File: src/hdl/vdsc_pkg.sv
// Constants for the oscillator divider and distribution sync control block
// Functional notes
// RULE1: Control bit 6 sends a sync to every output divider fed by the second divider while set.
// RULE2: Control bit 2 sends a sync to every output divider fed by the first divider.
// RULE3: A set sync bit holds the affected output dividers in reset and clearing it releases them.
// RULE4: Control bits 4 and 0 hold the second and first divider in reset, both reset to 0.
// RULE5: First divider ratio in bits 3:0 divides by codes 2 to 11, else powered down, reset 4.
// RULE6: Second divider ratio in bits 7:4 divides by codes 2 to 11, else powered down, reset 4.
// RULE7: Mask bits 6 and 5 let output dividers two and one ignore the second divider sync.
// RULE8: Mask bits 4 to 0 let feedback delay and outputs three to zero ignore the first sync.
// RULE9: Power-down bits 5 and 1 stop the second and first divider; second resets powered down.
package vdsc_pkg;
   // ==========================================
   // Register indices; byte address is four times the index
   localparam logic [11:0] VDSC_IDX_CONTROL = 12'h120;
   localparam logic [11:0] VDSC_IDX_RATIOS = 12'h121;
   localparam logic [11:0] VDSC_IDX_MASKS = 12'h122;
   localparam logic [13:0] VDSC_ADDR_CONTROL = {VDSC_IDX_CONTROL, 2'h0};
   localparam logic [13:0] VDSC_ADDR_RATIOS = {VDSC_IDX_RATIOS, 2'h0};
   localparam logic [13:0] VDSC_ADDR_MASKS = {VDSC_IDX_MASKS, 2'h0};
   // ==========================================
   // Control register fields
   localparam int VDSC_CTL_FIRST_RESET = 0;
   localparam int VDSC_CTL_FIRST_PD = 1;
   localparam int VDSC_CTL_FIRST_SYNC = 2;
   localparam int VDSC_CTL_SECOND_RESET = 4;
   localparam int VDSC_CTL_SECOND_PD = 5;
   localparam int VDSC_CTL_SECOND_SYNC = 6;
   localparam logic [7:0] VDSC_CTL_WMASK = 8'h77;
   localparam logic [7:0] VDSC_CTL_RESET = 8'h20;
   // ==========================================
   // Ratio register fields
   localparam int VDSC_RAT_FIRST_LSB = 0;
   localparam int VDSC_RAT_SECOND_LSB = 4;
   localparam logic [7:0] VDSC_RAT_RESET = 8'h44;
   localparam logic [3:0] VDSC_RATIO_MIN = 4'h2;
   localparam logic [3:0] VDSC_RATIO_MAX = 4'hB;
   // ==========================================
   // Mask register fields
   localparam int VDSC_MSK_FIRST_LSB = 0;
   localparam int VDSC_MSK_FIRST_FEEDBACK = 4;
   localparam int VDSC_MSK_SECOND_ONE = 5;
   localparam int VDSC_MSK_SECOND_TWO = 6;
   localparam logic [7:0] VDSC_MSK_WMASK = 8'h7F;
   localparam logic [7:0] VDSC_MSK_RESET = 8'h00;
endpackage

File: src/hdl/vdsc_top.sv
// APB register bank and control outputs for the oscillator dividers and sync
`timescale 1ns/1ns
module vdsc_top (
   input wire logic pclk,
   input wire logic presetn,
   input wire logic psel,
   input wire logic penable,
   input wire logic pwrite,
   input wire logic [31:0] paddr,
   input wire logic [31:0] pwdata,
   input wire logic [3:0] pstrb,
   output logic [31:0] prdata,
   output logic pready,
   output logic pslverr,
   output logic first_divider_run,
   output logic [3:0] first_divider_ratio,
   output logic second_divider_run,
   output logic [3:0] second_divider_ratio,
   output logic [3:0] output_divider_reset,
   output logic feedback_delay_divider_reset
);
   // ==========================================
   // Register and output state
   logic [7:0] ctl_r, ctl_nxt;
   logic [7:0] rat_r, rat_nxt;
   logic [7:0] msk_r, msk_nxt;
   logic [31:0] prdata_r, prdata_nxt;
   logic [3:0] odr_r, odr_nxt;
   logic fdr_r, fdr_nxt;
   logic run0_r, run0_nxt;
   logic run1_r, run1_nxt;
   // Bus decode
   logic setup;
   logic access;
   logic write_ok;
   logic hit_ctl;
   logic hit_rat;
   logic hit_msk;
   logic hit_any;
   // Divider fields and sync reach
   logic [3:0] first_code;
   logic [3:0] second_code;
   logic first_sync;
   logic second_sync;
   logic [3:0] first_reach;
   logic [3:0] second_reach;

   // ==========================================
   // Helper functions

   // Ratio code divides only inside the valid band
   function automatic logic ratio_valid(input logic [3:0] code);
      ratio_valid = (code >= vdsc_pkg::VDSC_RATIO_MIN) && (code <= vdsc_pkg::VDSC_RATIO_MAX);
   endfunction

   // Whole word match; upper address bits must be zero
   function automatic logic addr_hit(input logic [31:0] addr, input logic [13:0] reg_addr);
      addr_hit = addr == 32'(reg_addr);
   endfunction

   // Runs only out of reset, powered up and with a valid code
   function automatic logic divider_runs(input logic hold, input logic down,
         input logic [3:0] code);
      divider_runs = !hold && !down && ratio_valid(code);
   endfunction

   // Register byte as a bus word, upper bits read 0
   function automatic logic [31:0] bus_word(input logic [7:0] value);
      bus_word = {24'h000000, value};
   endfunction

   // Sync reaches each fed output whose ignore bit is clear
   function automatic logic [3:0] sync_reach(input logic sync, input logic [3:0] ignore);
      sync_reach = {4{sync}} & ~ignore;
   endfunction

   // ==========================================
   // APB decode, zero wait states
   assign setup = psel && !penable;
   assign access = psel && penable;
   assign write_ok = access && pwrite && pstrb[0];
   assign hit_ctl = addr_hit(paddr, vdsc_pkg::VDSC_ADDR_CONTROL);
   assign hit_rat = addr_hit(paddr, vdsc_pkg::VDSC_ADDR_RATIOS);
   assign hit_msk = addr_hit(paddr, vdsc_pkg::VDSC_ADDR_MASKS);
   assign hit_any = hit_ctl || hit_rat || hit_msk;
   assign pready = 1'b1;

   // Unmapped address answers with an error in the access phase
   assign pslverr = access && !hit_any;

   // ==========================================
   // Control register: reset, power-down and sync bits

   // Write lands at the access edge; reserved bits never stick
   always_comb begin
      ctl_nxt = ctl_r;
      if (write_ok && hit_ctl) begin
         ctl_nxt = pwdata[7:0] & vdsc_pkg::VDSC_CTL_WMASK; // RULE4 RULE9
      end
   end

   // Control flop; second divider starts powered down
   always_ff @(posedge pclk or negedge presetn) begin
      if (!presetn) begin
         ctl_r <= vdsc_pkg::VDSC_CTL_RESET; // RULE9
      end else begin
         ctl_r <= ctl_nxt;
      end
   end

   // ==========================================
   // Ratio register: both divider codes

   // Every bit writable; out-of-band codes are legal and power down
   always_comb begin
      rat_nxt = rat_r;
      if (write_ok && hit_rat) begin
         rat_nxt = pwdata[7:0]; // RULE5 RULE6
      end
   end

   // Ratio flop; both codes start at their default
   always_ff @(posedge pclk or negedge presetn) begin
      if (!presetn) begin
         rat_r <= vdsc_pkg::VDSC_RAT_RESET; // RULE5 RULE6
      end else begin
         rat_r <= rat_nxt;
      end
   end

   // ==========================================
   // Mask register: outputs that ignore a sync

   // Write lands at the access edge; reserved bit never sticks
   always_comb begin
      msk_nxt = msk_r;
      if (write_ok && hit_msk) begin
         msk_nxt = pwdata[7:0] & vdsc_pkg::VDSC_MSK_WMASK; // RULE7 RULE8
      end
   end

   // Mask flop; nothing masked after reset
   always_ff @(posedge pclk or negedge presetn) begin
      if (!presetn) begin
         msk_r <= vdsc_pkg::VDSC_MSK_RESET; // RULE7
      end else begin
         msk_r <= msk_nxt;
      end
   end

   // ==========================================
   // Read data, captured in the setup cycle

   // A write ending just before the setup edge is already visible here
   always_comb begin
      prdata_nxt = prdata_r;
      if (setup) begin
         if (hit_ctl) begin
            prdata_nxt = bus_word(ctl_r);
         end else if (hit_rat) begin
            prdata_nxt = bus_word(rat_r);
         end else if (hit_msk) begin
            prdata_nxt = bus_word(msk_r);
         end else begin
            prdata_nxt = 32'h00000000;
         end
      end
   end

   // Read data flop
   always_ff @(posedge pclk or negedge presetn) begin
      if (!presetn) begin
         prdata_r <= 32'h00000000;
      end else begin
         prdata_r <= prdata_nxt;
      end
   end

   // Read data shown only while the access phase lasts
   assign prdata = access ? prdata_r : 32'h00000000;

   // ==========================================
   // Divider run enables
   assign first_code = rat_r[vdsc_pkg::VDSC_RAT_FIRST_LSB +: 4];
   assign second_code = rat_r[vdsc_pkg::VDSC_RAT_SECOND_LSB +: 4];

   // Enables follow a register write by one clock
   always_comb begin
      run0_nxt = divider_runs(ctl_r[vdsc_pkg::VDSC_CTL_FIRST_RESET],
         ctl_r[vdsc_pkg::VDSC_CTL_FIRST_PD], first_code); // RULE4 RULE5 RULE9
      run1_nxt = divider_runs(ctl_r[vdsc_pkg::VDSC_CTL_SECOND_RESET],
         ctl_r[vdsc_pkg::VDSC_CTL_SECOND_PD], second_code); // RULE4 RULE6 RULE9
   end

   // Run flops; both stopped while in reset
   always_ff @(posedge pclk or negedge presetn) begin
      if (!presetn) begin
         run0_r <= 1'b0;
         run1_r <= 1'b0;
      end else begin
         run0_r <= run0_nxt;
         run1_r <= run1_nxt;
      end
   end

   // ==========================================
   // Distribution sync holds
   assign first_sync = ctl_r[vdsc_pkg::VDSC_CTL_FIRST_SYNC]; // RULE2
   assign second_sync = ctl_r[vdsc_pkg::VDSC_CTL_SECOND_SYNC]; // RULE1

   // First sync feeds outputs zero to three
   assign first_reach = sync_reach(first_sync,
      msk_r[vdsc_pkg::VDSC_MSK_FIRST_LSB +: 4]); // RULE8

   // Second sync feeds outputs one and two only; zero and three never see it
   assign second_reach = sync_reach(second_sync, {1'b1, msk_r[vdsc_pkg::VDSC_MSK_SECOND_TWO],
      msk_r[vdsc_pkg::VDSC_MSK_SECOND_ONE], 1'b1}); // RULE7

   // Holds from both syncs combine; levels follow the bits, no self-clear
   always_comb begin
      odr_nxt = first_reach | second_reach; // RULE3
      fdr_nxt = first_sync && !msk_r[vdsc_pkg::VDSC_MSK_FIRST_FEEDBACK]; // RULE3 RULE8
   end

   // Hold flops; nothing held after reset
   always_ff @(posedge pclk or negedge presetn) begin
      if (!presetn) begin
         odr_r <= 4'h0;
         fdr_r <= 1'b0;
      end else begin
         odr_r <= odr_nxt;
         fdr_r <= fdr_nxt;
      end
   end

   // ==========================================
   // Output ports
   assign first_divider_run = run0_r;
   assign second_divider_run = run1_r;
   assign first_divider_ratio = first_code;
   assign second_divider_ratio = second_code;
   assign output_divider_reset = odr_r;
   assign feedback_delay_divider_reset = fdr_r;
endmodule
File: config.mk
export PLATFORM = sky130hd
export DESIGN_NAME = vdsc_top
export DESIGN_NICKNAME = d
export VERILOG_FILES = /design/src/hdl/vdsc_pkg.sv /design/src/hdl/vdsc_top.sv
export SDC_FILE = /design/constraint.sdc
export NUM_CORES = 1
export LEC_CHECK = 0
export ABC_AREA = 1
export BUFFER_PORTS_ARGS = -buffer_cell sky130_fd_sc_hd__buf_2
export CAP_MARGIN = 0
export CELL_PAD_IN_SITES_DETAIL_PLACEMENT = 0
export CELL_PAD_IN_SITES_GLOBAL_PLACEMENT = 1
export CORE_ASPECT_RATIO = 1.5
export CORE_MARGIN = 2
export CORE_UTILIZATION = 34
export CTS_BUF_LIST = sky130_fd_sc_hd__clkbuf_8
export CTS_CLUSTER_SIZE = 40
export DETAILED_ROUTE_END_ITERATION = 16
export PLACE_DENSITY_LB_ADDON = 0.08
export SYNTH_ARGS = -nofsm -noshare
export SYNTH_HDL_FRONTEND = slang
export SYNTH_SLANG_ARGS = --single-unit
File: constraint.sdc
create_clock -name pclk -period 1.9 [get_ports pclk]
set_input_delay 0.19 -clock pclk [delete_from_list [all_inputs] [get_ports pclk]]
set_output_delay 0.19 -clock pclk [all_outputs]
set_load 0.05 [all_outputs]
# == Yosys cells after proc, flatten, opt, wreduce, memory -nomap -nowiden ==
# Index checks and enable logic that the tools add are counted.
# totals
register_bits,60
mem_bits_rw,0
in_bits,73
rom_bits,0
latch_bits,0
out_inout_bits,49
word_cells,48
mem_count,0
# classes
div,0
order_cmp,4
n_eq_ne,3
n_reduce_logical,24
bitwise_logic,5
n_addsub,0
n_mux,4
shifts,0
multipliers,0
# ops
cell,count
"32-bit by 11-bit == test with 1-bit output, second input constant",3
32-bit 2-to-1 mux,3
1-bit logical AND,15
4-bit AND,2
"4-bit by 2-bit >= comparator with 1-bit output, second input constant",2
"4-bit less-or-equal comparator, second input constant",2
4-bit inverter,2
1-bit logical NOT,7
7-bit 2-to-1 mux,1
4-bit bitwise OR,1
1-bit logical OR,2

# == Logic depth before layout (Yosys ltp) ==
# depth
ltp_word,5
depth_mapped,10
depth_no_buf,9

# == Worst setup path after synthesis ==
# OpenSTA, ideal clock, no wires.
# synth_timing
path_kind,input port to output port
from,in paddr[8]
to,out pslverr
path_stages,7
required_ps,1710
n_path_buf,0
slack_ps,-129
arrival_ps,1839
cell_sequence,inv_1 -> nand2_1 -> nor2_2 -> nand2_4 -> nor2_8 -> and2_4 -> nor3b_1
# synth_between
elab_chain_cells,5
elab_cells_between_ends,7
cone_classes,3 x eq/ne; 4 x reduce/logical
# synth_rtl
item,line_no,rtl
start: declaration,vdsc_top.sv:9,"input wire logic [31:0] paddr,"
32-bit by 11-bit == test with 1-bit output,vdsc_top.sv:58,addr_hit = addr == 32'(reg_addr);
1-bit logical OR,vdsc_top.sv:85,assign hit_any = hit_ctl || hit_rat || hit_msk;
1-bit logical OR *,vdsc_top.sv:85,
1-bit logical NOT *,vdsc_top.sv:89,assign pslverr = access && !hit_any;
1-bit logical AND *,vdsc_top.sv:89,
end: declaration,vdsc_top.sv:14,"output logic pslverr,"
# Mark *: on every way between the ends. The rest lies on a longest branch, timed or not.

# == Worst setup path after layout ==
# layout_timing
from,in paddr[16]
to,out pslverr
# Same word-level chain as after synthesis.

==> flow_summary.yaml <==
setup_path:
  worst-path-max-fanout: 8
  path_class: "input port to output port"
  path_delay_family: "simple AND/OR/NAND/NOR gates"
  worstPathArrival_ns: 1.35
  cp_num_buf_inv: 3
  worstPathCellList: "buf_2 > inv_1 > nand2_1 > nor2_1 > nand2_1 > nor2_2 > and2_4 > nor3b_2 > buf_2"
  slowest_delay_ns: 0.29
  cp-start-kind: "input port"
  critPathSlowestCell: "nor2_2"
  critPathCaptureType: "output port"
  crit_required_ns: 1.71
synthesis:
  synth_fa_ha_area_share_pct: 0
  yosysWarnings: 0
  synth_cell_types: 28
  synth.avg_cell_area_um2: 8.12
  syn_area_um2: 2130
  synth_compound_area_share_pct: 9.47
  synthCells: 262
  synth_top_family_by_area: "simple AND/OR/NAND/NOR gates"
  seq_area_frac_synth_pct: 42.5
  synth_xor_area_share_pct: 0
  synth.area.mux_share_pct: 0
  synthTopCellsByArea: "dfrtp_1 39%, nand2_1 9.4%, buf_4 8.8%, nand3_1 6.6%, inv_1 6.5%"
  synthSimpleGateAreaFrac_pct: 30.1
  ys_ff_latch: 36
  synth_largest_area_cell: "dfrtp_1"
  synth_top_area_share_pct: 38.8
finish:
  multi_input_area_um2: 940
  fin_util_pct: 42.2
  drive_gt1_share_pct: 36.7
  final_cells: 412
  syn2layout_area_growth_pct: 20.6
  fillers: 653
  layout.nets: 410
  antenna_cells: 0
  seq_area_um2: 905
timing:
  fmax_ghz: 0.650
  hold_viol: 33
  setup_tns_ns: 0
  setup_ws_ns: 0.362
  report.final.setup_viol: 0
  finalClockSkew_ns: 0.00551
  worstMarginPinSlew_ns: 0.781
  worst_hold_slack_ns: -0.0233
  final_max_slew_viol_count: 0
  rsz0062_at_grt: "no"
  relSlewSlack_pct: 47.9
  min_period_over_period_pct: 80.9
  min_period_ns: 1.54
cts:
  h-tree-depth: 2
  clk_pin_slew_worst_paths_ns: 0.07
  cts-resized-gates: 0
  cts_buffer_depth: 2
  post_cts_buffers: 0
  cts_buffers: 5
  cts_tree: "done"
  cts_sinks: 36
  cts_hold_buf: 0
  insertion_delay_ns: 0.29
  cts_root_buffer: "clkbuf_8"
die:
  start_util_pct: 34.9
  ios: 122
  die_h_um: 101
  die_x_um: 68.6
  dieArea_um2: 6920
  row_count: 35
  core-area_um2: 6090
placement:
  place_ws_ns: 0.247
  place_inst: 404
  portBuffers: 69
  place_hpwl_mm: 3.51
  gp_congestion: 0.725
drt:
  via_per_inst: 4.25
  routed_wl_mm: 4.42
  num_vias: 1750
  drt_pass1_iterations: 4
  detail_route.wl_per_cell_um: 10.7
  drc: 0
  postRouteAntennaNets: 0
  drt_iter0_markers: 47
min_path:
  hold_class: "input port to async pin"
global_routing:
  grtUsageTotal_pct: 13.8
  grt_max_degree: 37
  antenna_found_initial: 0
  grt_overflow: 0
  grt_pass1_vias: 1565
  grt_pass1_wl_mm: 7.25
power_and_ir_drop:
  p_leak_nw: 1.49
  ir_drop_v: 0.000321
  fin_total_pwr_w: 0.00155
  power.density_cell_area_nw_per_um2: 604
run:
  drv_cap: 0
outcome:
  status: "finished with violations"
  violations: "negative hold slack"
-- state kept, by name, summed over array words and instances (netlist names) --
| register | flops |
|---|---|
| ctl_r | 6 |
| feedback_delay_divider_reset | 1 |
| first_divider_run | 1 |
| msk_r | 7 |
| output_divider_reset | 4 |
| prdata_r | 8 |
| rat_r | 8 |
| second_divider_run | 1 |
-- worst reg2reg max path: cells and delay by family (launching register included) --
family	cells	cell delay (ns)
flops	1	0.57
simple gates	1	0.05
compound gates	1	0.38
-- layout make-up --
class	instances	share of cell area [%]
well taps	74	3.61
flip-flops and latches	36	35.3
multi-input cells	181	36.6
clock buffers	6	3.22
clock inverters	2	0.390
inverters	37	5.41
repair buffers	76	15.5
-- Yosys cell counts --
cell type and number:
buf_2 2, nand3_2 1, nand3_1 28, o21ai_0 2, nor3b_1 1, nand4_1 1
a21oi_1 1, inv_1 37, nand2_4 2, and2_4 2, conb_1 2, a2111oi_0 2
dfstp_2 3, o22ai_1 2, and2_1 1, clkbuf_1 1, buf_6 3, o21ai_1 5
nor2_8 2, nand2_1 53, o21ai_2 15, dfrtp_1 33, nor2_4 2, nor2_1 22
buf_4 25, nor3_1 2, nor2_2 4, nand2_2 8
-- final timing paths --
check | startpoint | to | slack, ns | depth (start not counted)
hold reg to reg | msk_r[3] | output_divider_reset[3] | 0.46 | 1
setup / recovery | paddr[16] | pslverr | 0.36 | 9
max in group asynchronous | presetn | rat_r[7] | 1.42 | 1
setup reg to reg | rat_r[2] | first_divider_run | 0.74 | 2
hold / removal | presetn | rat_r[1] | -0.02 | 1
min in group pclk | pwdata[7] | rat_r[7] | 0.14 | 3
-- cells in the final DEF, fill, tap and decap left out --
cell type  count
nand4_1        1
buf_4          7
nor2_4         2
a21oi_1        1
nor3b_2        1
conb_1        25
nor3_1         2
nand3_1       28
clkinv_2       2
nand2_1       53
nor2_2         4
and2_1         1
nand2_4        2
buf_2         69
dfstp_2        3
o22ai_1        2
clkbuf_8       6
o21ai_2       15
inv_1         37
nand3_2        1
a2111oi_0      2
nor2_1        22
and2_4         2
dfrtp_1       33
nand2_2        8
o21ai_0        2
o21ai_1        5
nor2_8         2
-- through the flow --
| step | hold slack [ns] | cell area [um2] |
|---|---|---|
| 2_1_floorplan | -0.106 | 2220 |
| 3_3_place_gp | 0.328 | 2470 |
| 3_5_place_dp | 0.331 | 2470 |
| 4_1_cts | 0.0202 | 2570 |
| 5_1_grt | 0.0416 | 2570 |
| 6_report | -0.0233 | 2570 |
-- power breakdown --
part           internal (W)  total [W]     switching, W  leakage (nW)
clock              0.000289   0.000560         0.000271        0.0510
combinational     0.0000485   0.000223         0.000174         0.948
sequential         0.000766   0.000766  0.0000000000188         0.492
total               0.00110    0.00155         0.000445          1.49
-- metal layers --
metal	track usage, %	wire length (um)
met2	24.5	2330
met1	16.4	1760
met3	1.68	256
met5	0	0
met4	5.54	78
-- logic make-up (layout without fill, tap and decap cells) --
kind of cell / count (synthesis) / after routing
AND/OR/NAND/NOR: 129 / 129
flip-flops: 36 / 36
AO/OA/AOI/OAI: 27 / 27
buffers and inverters: 68 / 121
other: 2 / 25
Note: power is estimated with default switching activity, not from simulation.
